===== src/core/dfsb_pkg.sv =====
// fault-status register bank: shared constants, register map, field layout
// assumes a 50 MHz system clock and a 16-bit serial frame, most significant
// bit first
//
// What this block does
// - first injector: bit3 open load, bit2 overcurrent, bit1 temp, bit0 short
// - second injector, relays, lamp same layout; tacho has bit0 reserved
// - spark and heater registers report only bits 3 and 2, plus bit 7
// - open load is detected only while the output's control bit is low
// - every pull-down source is enabled at power-up
// - open-load bit reads 0 while that output's pull-down is off
// - pull-down turns off only in sleep or by serial command
// - open-load fault filter lasts between 100 and 450 microseconds
// - chip-select rising edge restarts the fault delay timer
// - comparator cannot register a fault before the delay timer expires
// - detected open load stays latched for the controller to read later
// - output resumes normal operation by itself once open load is gone
package dfsb_pkg;

  localparam int unsigned NUM_CH     = 9;
  localparam int unsigned DATA_W     = 9;
  localparam int unsigned CH_FIRST_HI = 6;

  // serial frame: write flag, address, two zero bits, data
  localparam logic [4:0] FRAME_BITS   = 5'h10;
  localparam logic [4:0] COUNT_SAT    = 5'h1f;
  localparam int unsigned FRM_WR_BIT  = 15;
  localparam int unsigned FRM_ADDR_HI = 14;
  localparam int unsigned FRM_ADDR_LO = 11;
  localparam int unsigned FRM_DATA_HI = 8;

  // register addresses
  localparam logic [3:0] ADDR_PULLDOWN = 4'h6;
  localparam logic [3:0] ADDR_WDOG     = 4'ha;
  localparam logic [3:0] ADDR_SENSOR   = 4'hb;
  localparam logic [3:0] ADDR_SUPPLY   = 4'hd;
  localparam logic [3:0] ADDR_ONOFF    = 4'he;
  localparam logic [3:0] ADDR_MODEL    = 4'hf;

  // channel order: injector_one_output injector_two_output relay_one_output relay_two_output tacho lamp heater spark1 spark2
  localparam logic [3:0] CH_ADDR [NUM_CH] = '{
    4'h0, 4'h1, 4'h2, 4'h3, 4'h4, 4'h5, 4'h7, 4'h8, 4'h9};
  // implemented fault bits per channel, {open, over-i, over-t, short}
  localparam logic [3:0] CH_FAULT_MASK [NUM_CH] = '{
    4'hf, 4'hf, 4'hf, 4'hf, 4'he, 4'hf, 4'hc, 4'hc, 4'hc};

  // field positions of a driver fault register, plus the supply register's serial-error bit
  localparam int unsigned BIT_SUMMARY = 7;
  localparam int unsigned BIT_OL      = 3;
  localparam int unsigned BIT_OC      = 2;
  localparam int unsigned BIT_OT      = 1;
  localparam int unsigned BIT_SG      = 0;
  localparam int unsigned BIT_SPI_ERR = 3;

  localparam logic [7:0] SENSOR_READ_MASK  = 8'hef;
  localparam logic [7:0] SENSOR_FAULT_MASK = 8'h07;
  localparam logic [7:0] SUPPLY_FAULT_MASK = 8'h0f;
  localparam logic [7:0] REG_RESET         = 8'h00;
  localparam logic [8:0] PULLDOWN_RESET    = 9'h1ff;

  // open-load filter: the least figure is used, at the lower end of the window
  localparam int unsigned SYS_CLK_MHZ      = 50;
  localparam int unsigned OL_FILTER_MIN_US = 100;
  localparam int unsigned OL_FILTER_MAX_US = 450;
  localparam int unsigned OL_FILTER_CYCLES = OL_FILTER_MIN_US * SYS_CLK_MHZ;
  localparam int unsigned OL_FILTER_MAX_CYCLES =
    OL_FILTER_MAX_US * SYS_CLK_MHZ;

  typedef enum logic [1:0] {
    DFSB_SPI_IDLE  = 2'b01,
    DFSB_SPI_FRAME = 2'b10
  } dfsb_spi_state_t;

endpackage

===== src/core/dfsb_ol_if.sv =====
// open-load signals passed between the register bank and its filter
// assumes both ends run on sys_clk
`timescale 1ns/10ps
interface dfsb_ol_if #(
  parameter int unsigned N = 9
);
  logic         restart;
  logic [N-1:0] drive_on;
  logic [N-1:0] pd_en;
  logic [N-1:0] ol_raw;
  logic [N-1:0] ol_detect;

  modport bank (output restart, output drive_on, output pd_en,
                output ol_raw, input ol_detect);
  modport filt (input restart, input drive_on, input pd_en,
                input ol_raw, output ol_detect);
endinterface


===== src/core/dfsb_bank.sv =====
// driver fault-status register bank with serial slave and open-load logic
// assumes the serial pins are asynchronous to sys_clk and that the fault,
// drive and status inputs come from logic on sys_clk
`timescale 1ns/10ps
module dfsb_bank #(
  parameter int unsigned OL_FILTER_CYCLES = dfsb_pkg::OL_FILTER_CYCLES,
  // arbitrary identification values
  parameter logic [2:0]  MODEL_CODE       = 3'h2,
  parameter logic [4:0]  REVISION         = 5'h01
) (
  input  wire logic       sys_clk,
  input  wire logic       rst_b,
  input  wire logic       clk_en,
  input  wire logic       spi_sclk,
  input  wire logic       chip_select_low_active,
  input  wire logic       spi_mosi,
  output logic            spi_miso,
  output logic            spi_miso_oe,
  input  wire logic       sleep_mode,
  input  wire logic [8:0] drive_on,
  input  wire logic [8:0] ol_compare,
  input  wire logic [8:0] overcurrent_flag,
  input  wire logic [8:0] overtemperature_flag,
  input  wire logic [8:0] short_to_ground_flag,
  input  wire logic [7:0] watchdog_state,
  input  wire logic [7:0] sensor_faults,
  input  wire logic [7:0] supply_status,
  output logic [8:0]      pulldown_enable
);
  localparam int unsigned N = dfsb_pkg::NUM_CH;
  localparam int unsigned DW = dfsb_pkg::DATA_W;

  // pin synchronisers; stage one feeds stage two only
  logic         sclk_s1;
  logic         sclk_s2;
  logic         sclk_d;
  logic         cs_s1;
  logic         cs_s2;
  logic         cs_d;
  logic         mosi_s1;
  logic         mosi_s2;
  logic [N-1:0] ol_s1;
  logic [N-1:0] ol_s2;

  logic         sclk_rise;
  logic         sclk_fall;
  logic         cs_fall;
  logic         cs_rise;

  dfsb_pkg::dfsb_spi_state_t spi_state;
  dfsb_pkg::dfsb_spi_state_t next_spi_state;

  logic [4:0]   bit_count;
  logic [15:0]  rx_shift;
  logic [15:0]  tx_shift;
  logic [3:0]   resp_addr;
  logic         frame_ok;
  logic         frame_bad;
  logic [3:0]   rx_addr;
  logic         rx_write;
  logic [8:0]   pulldown_cmd;
  logic         spi_frame_error;

  logic [N-1:0] ol_latch;
  logic [N-1:0] oc_latch;
  logic [N-1:0] ot_latch;
  logic [N-1:0] sg_latch;
  logic [N-1:0] ch_clear;
  logic [N-1:0] ch_summary;
  logic [7:0]   fault_reg [N];

  logic [7:0]   onoff_reg;
  logic [7:0]   supply_reg;
  logic         any_fault;
  logic [DW-1:0] read_value;

  dfsb_ol_if #(.N(N)) ol_link ();

  always_ff @(posedge sys_clk or negedge rst_b) begin
    if (!rst_b) begin
      sclk_s1 <= 1'b0;
      sclk_s2 <= 1'b0;
      sclk_d  <= 1'b0;
      cs_s1   <= 1'b1;
      cs_s2   <= 1'b1;
      cs_d    <= 1'b1;
      mosi_s1 <= 1'b0;
      mosi_s2 <= 1'b0;
      ol_s1   <= '0;
      ol_s2   <= '0;
    end else if (clk_en) begin
      sclk_s1 <= spi_sclk;
      sclk_s2 <= sclk_s1;
      sclk_d  <= sclk_s2;
      cs_s1   <= chip_select_low_active;
      cs_s2   <= cs_s1;
      cs_d    <= cs_s2;
      mosi_s1 <= spi_mosi;
      mosi_s2 <= mosi_s1;
      ol_s1   <= ol_compare;
      ol_s2   <= ol_s1;
    end
  end

  assign sclk_rise = sclk_s2 & ~sclk_d;
  assign sclk_fall = ~sclk_s2 & sclk_d;
  assign cs_fall   = ~cs_s2 & cs_d;
  assign cs_rise   = cs_s2 & ~cs_d;

  always_comb begin
    next_spi_state = spi_state;
    case (spi_state)
      dfsb_pkg::DFSB_SPI_IDLE: begin
        if (cs_fall) begin
          next_spi_state = dfsb_pkg::DFSB_SPI_FRAME;
        end
      end
      dfsb_pkg::DFSB_SPI_FRAME: begin
        if (cs_rise) begin
          next_spi_state = dfsb_pkg::DFSB_SPI_IDLE;
        end
      end
      default: begin
        next_spi_state = dfsb_pkg::DFSB_SPI_IDLE;
      end
    endcase
  end

  always_ff @(posedge sys_clk or negedge rst_b) begin
    if (!rst_b) begin
      spi_state <= dfsb_pkg::DFSB_SPI_IDLE;
    end else if (clk_en) begin
      spi_state <= next_spi_state;
    end
  end

  // bit counter saturates so an overlong frame cannot wrap to a legal one
  always_ff @(posedge sys_clk or negedge rst_b) begin
    if (!rst_b) begin
      bit_count <= '0;
      rx_shift  <= '0;
    end else if (clk_en) begin
      if (cs_fall) begin
        bit_count <= '0;
      end else if (spi_state == dfsb_pkg::DFSB_SPI_FRAME && sclk_rise) begin
        rx_shift <= {rx_shift[14:0], mosi_s2};
        if (bit_count != dfsb_pkg::COUNT_SAT) begin
          bit_count <= bit_count + 1'b1;
        end
      end
    end
  end

  // answer to the address sent in the last well-formed frame
  always_ff @(posedge sys_clk or negedge rst_b) begin
    if (!rst_b) begin
      tx_shift <= '0;
    end else if (clk_en) begin
      if (cs_fall) begin
        tx_shift <= {3'h0, resp_addr, read_value};
      end else if (spi_state == dfsb_pkg::DFSB_SPI_FRAME && sclk_fall) begin
        tx_shift <= {tx_shift[14:0], 1'b0};
      end
    end
  end

  assign spi_miso    = tx_shift[15];
  assign spi_miso_oe = (spi_state == dfsb_pkg::DFSB_SPI_FRAME);

  assign frame_ok  = cs_rise && (spi_state == dfsb_pkg::DFSB_SPI_FRAME)
                     && (bit_count == dfsb_pkg::FRAME_BITS);
  assign frame_bad = cs_rise && (spi_state == dfsb_pkg::DFSB_SPI_FRAME)
                     && (bit_count != dfsb_pkg::FRAME_BITS);
  assign rx_addr   = rx_shift[dfsb_pkg::FRM_ADDR_HI:dfsb_pkg::FRM_ADDR_LO];
  assign rx_write  = rx_shift[dfsb_pkg::FRM_WR_BIT];

  always_ff @(posedge sys_clk or negedge rst_b) begin
    if (!rst_b) begin
      resp_addr <= '0;
    end else if (clk_en && frame_ok) begin
      resp_addr <= rx_addr;
    end
  end

  // pull-down command register, all sources on from power-up
  always_ff @(posedge sys_clk or negedge rst_b) begin
    if (!rst_b) begin
      pulldown_cmd <= dfsb_pkg::PULLDOWN_RESET;
    end else if (clk_en && frame_ok && rx_write
                 && rx_addr == dfsb_pkg::ADDR_PULLDOWN) begin
      pulldown_cmd <= rx_shift[dfsb_pkg::FRM_DATA_HI:0];
    end
  end

  always_ff @(posedge sys_clk or negedge rst_b) begin
    if (!rst_b) begin
      pulldown_enable <= dfsb_pkg::PULLDOWN_RESET;
    end else if (clk_en) begin
      pulldown_enable <= sleep_mode ? '0 : pulldown_cmd;
    end
  end

  // malformed frame is flagged; reading the supply register clears it
  always_ff @(posedge sys_clk or negedge rst_b) begin
    if (!rst_b) begin
      spi_frame_error <= 1'b0;
    end else if (clk_en) begin
      if (frame_bad) begin
        spi_frame_error <= 1'b1;
      end else if (frame_ok && resp_addr == dfsb_pkg::ADDR_SUPPLY) begin
        spi_frame_error <= 1'b0;
      end
    end
  end

  assign ol_link.restart  = cs_rise;
  assign ol_link.drive_on = drive_on;
  assign ol_link.pd_en    = pulldown_enable;
  assign ol_link.ol_raw   = ol_s2;

  dfsb_ol_filter #(
    .N            (N),
    .DELAY_CYCLES (OL_FILTER_CYCLES)
  ) u_ol_filter (
    .sys_clk (sys_clk),
    .rst_b   (rst_b),
    .clk_en  (clk_en),
    .ol      (ol_link)
  );

  // faults stay until a well-formed frame answering their channel ends; a new one wins
  for (genvar ch = 0; ch < N; ch++) begin : g_ch
    logic [3:0] fault_bits;

    assign ch_clear[ch] = frame_ok && (resp_addr == dfsb_pkg::CH_ADDR[ch]);

    always_ff @(posedge sys_clk or negedge rst_b) begin
      if (!rst_b) begin
        ol_latch[ch] <= 1'b0;
        oc_latch[ch] <= 1'b0;
        ot_latch[ch] <= 1'b0;
        sg_latch[ch] <= 1'b0;
      end else if (clk_en) begin
        ol_latch[ch] <= ol_link.ol_detect[ch]
                        | (ol_latch[ch] & ~ch_clear[ch]);
        oc_latch[ch] <= overcurrent_flag[ch]
                        | (oc_latch[ch] & ~ch_clear[ch]);
        ot_latch[ch] <= overtemperature_flag[ch]
                        | (ot_latch[ch] & ~ch_clear[ch]);
        sg_latch[ch] <= short_to_ground_flag[ch]
                        | (sg_latch[ch] & ~ch_clear[ch]);
      end
    end

    // the driver is never shut off here, so it runs on once the load is back
    assign fault_bits = {ol_latch[ch] & pulldown_enable[ch],
                         oc_latch[ch], ot_latch[ch], sg_latch[ch]}
                        & dfsb_pkg::CH_FAULT_MASK[ch];
    assign ch_summary[ch] = |fault_bits;
    assign fault_reg[ch] = {ch_summary[ch], 3'h0, fault_bits};
  end

  assign onoff_reg = {drive_on[0], drive_on[1], drive_on[2], drive_on[3],
                      drive_on[5], drive_on[7], drive_on[8], drive_on[6]};

  assign any_fault = (|ch_summary)
                     | (|(sensor_faults & dfsb_pkg::SENSOR_FAULT_MASK))
                     | (|(supply_status & dfsb_pkg::SUPPLY_FAULT_MASK))
                     | spi_frame_error;

  always_comb begin
    supply_reg = supply_status;
    supply_reg[dfsb_pkg::BIT_SPI_ERR] = supply_status[dfsb_pkg::BIT_SPI_ERR]
                                        | spi_frame_error;
    supply_reg[dfsb_pkg::BIT_SUMMARY] = any_fault;
  end

  always_comb begin
    case (resp_addr)
      dfsb_pkg::ADDR_PULLDOWN: read_value = pulldown_enable;
      dfsb_pkg::ADDR_WDOG:     read_value = {1'b0, watchdog_state};
      dfsb_pkg::ADDR_SENSOR:
        read_value = {1'b0, sensor_faults & dfsb_pkg::SENSOR_READ_MASK};
      dfsb_pkg::ADDR_SUPPLY:   read_value = {1'b0, supply_reg};
      dfsb_pkg::ADDR_ONOFF:    read_value = {1'b0, onoff_reg};
      dfsb_pkg::ADDR_MODEL:    read_value = {1'b0, MODEL_CODE, REVISION};
      default:                 read_value = {1'b0, dfsb_pkg::REG_RESET};
    endcase
    for (int i = 0; i < N; i++) begin
      if (resp_addr == dfsb_pkg::CH_ADDR[i]) begin
        read_value = {1'b0, fault_reg[i]};
      end
    end
  end

endmodule


===== src/core/dfsb_ol_filter.sv =====
// open-load fault delay timer and per-output qualification
// assumes ol_raw already synchronised to sys_clk
`timescale 1ns/10ps
module dfsb_ol_filter #(
  parameter int unsigned N            = 9,
  parameter int unsigned DELAY_CYCLES = dfsb_pkg::OL_FILTER_CYCLES
) (
  input wire logic sys_clk,
  input wire logic rst_b,
  input wire logic clk_en,
  dfsb_ol_if.filt  ol
);
  localparam int unsigned CW = $clog2(DELAY_CYCLES + 1);
  localparam logic [CW-1:0] DELAY_END = CW'(DELAY_CYCLES);

  logic [CW-1:0] delay_count;
  logic          timer_done;

  // counts from power-up too, so the first frame is not needed to arm it
  always_ff @(posedge sys_clk or negedge rst_b) begin
    if (!rst_b) begin
      delay_count <= '0;
    end else if (clk_en) begin
      if (ol.restart) begin
        delay_count <= '0;
      end else if (!timer_done) begin
        delay_count <= delay_count + 1'b1;
      end
    end
  end

  assign timer_done = (delay_count == DELAY_END);

  for (genvar ch = 0; ch < N; ch++) begin : g_ch
    always_ff @(posedge sys_clk or negedge rst_b) begin
      if (!rst_b) begin
        ol.ol_detect[ch] <= 1'b0;
      end else if (clk_en) begin
        // no detection while driven on or without the pull-down current
        ol.ol_detect[ch] <= timer_done
                            & ~ol.drive_on[ch]
                            & ol.pd_en[ch]
                            & ol.ol_raw[ch];
      end
    end
  end
endmodule


===== config.mk =====
export PLATFORM = sky130hd
export DESIGN_NAME = dfsb_bank
export DESIGN_NICKNAME = d
export VERILOG_FILES = /design/src/core/dfsb_pkg.sv /design/src/core/dfsb_ol_if.sv /design/src/core/dfsb_bank.sv /design/src/core/dfsb_ol_filter.sv
export SDC_FILE = /design/constraint.sdc
export NUM_CORES = 1
export LEC_CHECK = 0
export BUFFER_PORTS_ARGS = -buffer_cell sky130_fd_sc_hd__buf_4
export CAP_MARGIN = 20
export CORE_UTILIZATION = 45
export CTS_CLUSTER_SIZE = 10
export DETAILED_ROUTE_END_ITERATION = 10
export PLACE_DENSITY_LB_ADDON = 0.25
export SLEW_MARGIN = 20
export SYNTH_ARGS = -nofsm -noshare
export SYNTH_HDL_FRONTEND = slang
export SYNTH_SLANG_ARGS = --single-unit

===== constraint.sdc =====
create_clock -name sys_clk -period 3.8 [get_ports sys_clk]
set_input_delay 0.76 -clock sys_clk [delete_from_list [all_inputs] [get_ports sys_clk]]
set_output_delay 0.76 -clock sys_clk [all_outputs]
set_load 0.03 [all_outputs]

# --- After elaboration in Yosys (flattened, before gate mapping) ---
# Cells that the tools add are included.
op_classes:
  n_addsub: 2
  multipliers: 0
  div: 0
  n_lt_le_gt_ge: 0
  n_eq_ne: 24
  n_shift: 0
  mux: 23
  bitwise: 125
  n_reduce_logical: 41
op_table:
  columns: ["operator", "n"]
  rows:
  - ["2-to-1 mux 9 bit", 10]
  - ["AND 1 bit", 69]
  - ["one-hot mux 9 bit (6 select lines)", 1]
  - ["bitwise OR 1 bit", 33]
  - ["2-to-1 mux 16 bit", 2]
  - ["OR reduction 29 bit", 1]
  - ["== test 4 bit, second input constant", 7]
  - ["2-to-1 mux 13 bit", 2]
  - ["OR reduction 4 bit", 6]
  - ["inverter 1 bit", 23]
  - ["== test 4 x 3 -> 1 bit, second input constant", 5]
  - ["logical AND 1 bit", 18]
  - ["2-to-1 mux 5 bit", 3]
  - ["adder 13 x 1 -> 13 bit, second input constant", 1]
  - ["== test 13 bit, second input constant", 1]
  - ["!= test 5 bit, second input constant", 2]
  - ["AND reduction 3 bit", 3]
  - ["== test 4 x 2 -> 1 bit, second input constant", 2]
  - ["nonzero test 2 bit", 4]
  - ["AND reduction 2 bit", 3]
  - ["OR reduction 2 bit", 3]
  - ["OR reduction 3 bit", 2]
  - ["adder 5 x 1 -> 5 bit, second input constant", 1]
  - ["== test 5 bit, second input constant", 1]
  - ["other kinds (9)", 12]
totals:
  register_bits: 139
  latch_bits: 0
  ramBits: 0
  rom_bits: 0
  inputBits: 76
  output_inout_bits: 11
  n_memories: 0

# --- Logic depth before layout (Yosys ltp) ---
logic_depth:
  word_depth: 16
  mapped_depth: 8

# --- Hierarchy ---
# From an unflattened synthesis, not the netlist that was laid out.
unflattened:
  cells_unflattened: 660
  hier_area_um2: 7070.5
modules_own_cells:
  columns: ["mod", "n_inst", "cells_per_inst", "area_per_inst_um2", "seq_area_each_um2"]
  rows:
  - ["dfsb_bank", 1, 539, 5856.9, 2955.3]
  - ["dfsb_ol_filter", 1, 121, 1213.7, 550.5]

# --- Worst setup path after synthesis ---
# Ideal clock, no wire load.
synth_path:
  kind: "input-to-reg"
  start: "input port clk_en"
  end: "register rx_shift[10]"
  setup_time_ps: 125
  arrival_ps: 1963
  required_time_ps: 3675
  setup_slack_ps: 1712
  cell_stages: 5
  path_buffers: 2
  cell_sequence: "buf_2 > nand3b_4 > nor4b_4 > buf_6 > mux2_2"
synth_between:
  elab_chain_len: 1
synth_lines:
  columns: ["item", "line_no", "source"]
  rows:
  - ["start: declaration", "dfsb_bank.sv:13", "input wire logic clk_en,"]
  - ["AND reduction 3 bit (no line)", null, null]
  - ["end signal: assignment", "dfsb_bank.sv:146", "rx_shift <= {rx_shift[14:0], mosi_s2};"]
  - ["end: declaration", "dfsb_bank.sv:54", "logic [15:0] rx_shift;"]
# No other way between the ends.
# A chain may end at the register's enable or synchronous reset.

# --- Worst setup path after layout ---
layout_path:
  start: "register resp_addr[2]"
  end: "register tx_shift[0]"
layout_between:
  elab_chain_len: 12
  word_cells_on_any_way: 26
  cone_classes: "14 x eq/ne; 11 x mux; 1 x reduce/logical"
layout_lines:
  columns: ["item", "line_no", "source"]
  rows:
  - ["start: declaration", "dfsb_bank.sv:56", "logic [3:0] resp_addr;"]
  - ["start signal: assignment", "dfsb_bank.sv:181", "resp_addr <= rx_addr;"]
  - ["== test 4 bit or == test 4 x 3 -> 1 bit (tied branches)", "dfsb_bank.sv:279", "case (resp_addr)"]
  - ["one-hot mux 9 bit (6 select lines)", "dfsb_bank.sv:279", null]
  - ["2-to-1 mux 9 bit (8 in a row)", "dfsb_bank.sv:290", "if (resp_addr == dfsb_pkg::CH_ADDR[i]) begin"]
  - ["2-to-1 mux 9 bit *", "dfsb_bank.sv:290", null]
  - ["2-to-1 mux 16 bit *", "dfsb_bank.sv:159", "if (cs_fall) begin"]
  - ["end signal: assignment", "dfsb_bank.sv:160", "tx_shift <= {3'h0, resp_addr, read_value};"]
  - ["end signal: assignment", "dfsb_bank.sv:162", "tx_shift <= {tx_shift[14:0], 1'b0};"]
  - ["end: declaration", "dfsb_bank.sv:55", "logic [15:0] tx_shift;"]
# Every way passes the cells marked *; elsewhere a longest branch is shown, timed or not.

==> results.py <==
metrics = {
    "power": {
        "power_frac_clock": 0.432,
        "peakVddDrop_v": 0.000329,
        "internal-power_mw": 2.61,
        "combinationalPowerShare": 0.096,
        "sequentialPowerShare": 0.472,
        "leakagePower_nw": 3.48,
        "cellPowerDensity_nw_per_um2": 441,
        "p_switching_uw": 969,
        "netSwitchingFraction": 0.271,
    },
    "sta": {
        "final.period_utilization": 0.695,
        "timing_hold_violations_final": 0,
        "setup-tns-final_ns": 0,
        "grt_setup_unrepaired": "false",
        "finalCriticalPeriod_ns": 2.64,
        "clock.fmax_ghz": 0.379,
        "worst-slew-pin-transition_ns": 1.09,
        "finClkSkew_ns": 0.00792,
        "slew_violations": 0,
        "max_slew_margin": 0.275,
        "setup_viol": 0,
    },
    "synthesis": {
        "yosys-mux-area-fraction": 0.0986,
        "yosysTopAreaCell": "sky130_fd_sc_hd__dfrtp_1",
        "seq_area_frac_synth": 0.510,
        "netlist-cell-type-count": 65,
        "yosysWarnings": 0,
        "synthAdderAreaFrac": 0.00910,
        "syn_area_um2": 6880,
        "synth_top_flop_cell": "sky130_fd_sc_hd__dfrtp_1",
        "synth_top_family_by_area": "compound AO/OA/AOI/OAI gates",
        "syn-instance-count": 630,
        "synth_top_cells_by_area": "sky130_fd_sc_hd__dfrtp_1 (43%), sky130_fd_sc_hd__mux2_2 (8.8%), sky130_fd_sc_hd__dfstp_2 (8.4%), sky130_fd_sc_hd__a22o_1 (4.7%), sky130_fd_sc_hd__nor2_1 (2.4%)",
        "synth_fp_nets": 711,
        "synth-xor-area-share": 0.0153,
        "ys_seq_elements": 139,
        "synth.avg_cell_area_um2": 10.9,
        "ys_async_sr_fraction": 1.00,
        "synth-compound-area-share": 0.177,
        "yosysTopAreaCellShare": 0.426,
        "synth_enable_flop_cells": 0,
        "synthSimpleGateAreaFrac": 0.154,
    },
    "setup_path": {
        "r2r_cells": 5,
        "crit_end_category": "register",
        "regToRegSetupSlack_ns": 1.16,
        "largest_fanout_on_the_critical_path": 28,
        "worstPathArrival_ns": 2.96,
        "critical_path_required_ns": 4.12,
        "reg2reg_from": "resp_addr[2]",
        "worstSetupStartpointType": "register",
        "regToRegEndpoint": "tx_shift[0]",
        "critPathKind": "reg2reg",
    },
    "run_status": {
        "outcome": "complete, but fails checks",
        "failed_checks": "DRC",
    },
    "final_layout": {
        "layout-area-overhead-vs-synth_pct": 18.2,
        "fill_cells": 1269,
        "final_net_count": 779,
        "largest_register_ff_count": 20,
        "multi_input_comb_area_um2": 3120,
        "post_route_cells_drive_above_1_share": 0.284,
        "antenna_cells": 0,
        "regArea_um2": 3510,
        "final_util": 0.553,
    },
    "global_routing": {
        "overflow": 0,
        "antenna_found_initial": 0,
        "grt_max_degree": 82,
        "grt_first_pass_wirelength_um": 31000,
        "globalRouteTotalUtil": 0.259,
        "first_global_vias": 5598,
    },
    "die": {
        "floorplan.die.height_um": 126,
        "initial_utilization": 0.468,
        "fp.dieArea_um2": 15800,
        "coreArea_um2": 14700,
        "num_rows": 44,
        "io_pins": 87,
        "die_width_um": 126,
    },
    "clocking": {
        "cts_resized": 0,
        "cts.reportedPaths.clkPinSlew_ns": 0.06,
        "cts_buf_count": 17,
        "ctsLongestPathBuffers": 2,
        "numClockSinks": 139,
        "ctsHtreeMaxLevel": 4,
        "cts-root-buf": "sky130_fd_sc_hd__clkbuf_16",
        "postCtsSetupBuffers": 0,
        "tritoncts_clock_tree": "done",
        "worstSkewPairLatency_ns": 0.43,
        "ctsHoldBuffers": 0,
    },
    "route": {
        "firstDrtPassIters": 8,
        "routed-via-count": 5438,
        "overall_routed_net_length_um": 19300,
        "drt.antenna.violating_nets": 0,
        "route.detailed.drc": 3,
        "wire_per_inst_um": 21.6,
        "average_vias_per_placed_instance": 6.08,
        "drtIter0Drc": 544,
    },
    "flow_run": {
        "max_cap_violations": 0,
    },
    "hold_path": {
        "holdCritPathClass": "in2async",
    },
    "placement": {
        "place.port_buffers": 77,
        "finalWeightedCongestion": 0.930,
        "final_hpwl_dp_um": 13500,
    },
}
## power groups by stage
stage	clock network, mW	registers, mW	logic, mW
final	1.55	1.69	0.344
after CTS	1.57	1.69	0.349
after floorplan	0	1.68	0.211
after global routing	1.63	1.71	0.387
after global placement	0	1.71	0.334
after detailed placement	0	1.71	0.345
## worst max-delay path by stage
stage	start	cells after the start	endpoint
global placement	clk_en	5	pulldown_cmd[0]
detailed placement	clk_en	6	u_ol_filter.delay_count[10]
global route	resp_addr[2]	5	tx_shift[0]
CTS	resp_addr[2]	5	tx_shift[0]
floorplan	clk_en	5	rx_shift[10]
finish	resp_addr[2]	5	tx_shift[0]
## worst max-delay path: stages, from the launching register on
cell and delay [ns]:
sky130_fd_sc_hd__dfrtp_1 1.06, sky130_fd_sc_hd__nor2b_1 0.71, sky130_fd_sc_hd__nand3_1 0.19, sky130_fd_sc_hd__nand3_1 0.21, sky130_fd_sc_hd__a31oi_1 0.09, sky130_fd_sc_hd__a31o_2 0.27
## stage by stage
stage               cells  power [mW]  area (um^2)  setup slack [ns]  hold slack [ns]
floorplan             630        1.89         6880              1.71            0.456
global placement      863        2.04         7580              1.03            0.471
detailed placement    863        2.06         7580             0.938            0.476
CTS                   895        3.60         8130              1.24            0.398
global route          895        3.72         8130              1.04            0.416
finish                895        3.58         8130              1.16            0.347
## synthesized netlist by cell type (12+ instances only)
cell type,number
sky130_fd_sc_hd__clkbuf_1,14
sky130_fd_sc_hd__o21ai_0,31
sky130_fd_sc_hd__dfstp_2,22
sky130_fd_sc_hd__mux2_2,54
sky130_fd_sc_hd__a22o_1,37
sky130_fd_sc_hd__nand3_1,21
sky130_fd_sc_hd__nand2_1,41
sky130_fd_sc_hd__inv_1,16
sky130_fd_sc_hd__dfrtp_1,117
sky130_fd_sc_hd__buf_2,16
sky130_fd_sc_hd__a21oi_1,22
sky130_fd_sc_hd__nor2_1,44
sky130_fd_sc_hd__nand3b_1,12
## routing by layer
layer	GRT usage	vias up	part of all wire
li1	-	2484	-
met1	0.351	2770	0.45
met2	0.408	161	0.48
met3	0.0603	23	0.058
met4	0.0890	0	0.019
met5	0	-	0
## cell type report
| class | count | share of cell area |
|---|---|---|
| clock buffers | 18 | 0.0528 |
| multi-input cells | 435 | 0.384 |
| inverters | 18 | 0.00831 |
| clock inverters | 14 | 0.0142 |
| flip-flops and latches | 139 | 0.431 |
| well taps | 184 | 0.0283 |
| repair buffers | 87 | 0.0808 |
## layout by cell type, fill, tap and decap left out, drive strengths merged, types with 6 or more instances in the layout
master   netlist  layout
nor2b          7       7
nand4          7       7
nand2b         7       7
nand2         41      41
nand3         21      21
inv           16      21
o2bb2ai       11      11
nand3b        13      13
a31oi         11      11
a22o          37      37
mux2          54      54
clkinv         2      10
dfrtp        117     117
xnor2          9       9
o21ai         32      32
a21oi         22      22
a22oi          6       6
a211oi         6       6
mux2i          7       7
clkbuf        14      18
dfstp         22      22
nor3           7       7
nor4b          8       8
nor2          45      45
nand4b        10      10
buf           24      87
## kinds of logic after synthesis
| logic type | count (synthesis) |
|---|---|
| buffers and inverters | 56 |
| AOI/OAI and AO/OA | 169 |
| and+or+nand+nor | 188 |
| adders and majority gates | 5 |
| DFF | 139 |
| xor gates and xnor gates | 12 |
| muxes | 61 |
Note: power is estimated with default switching activity, not from simulation.
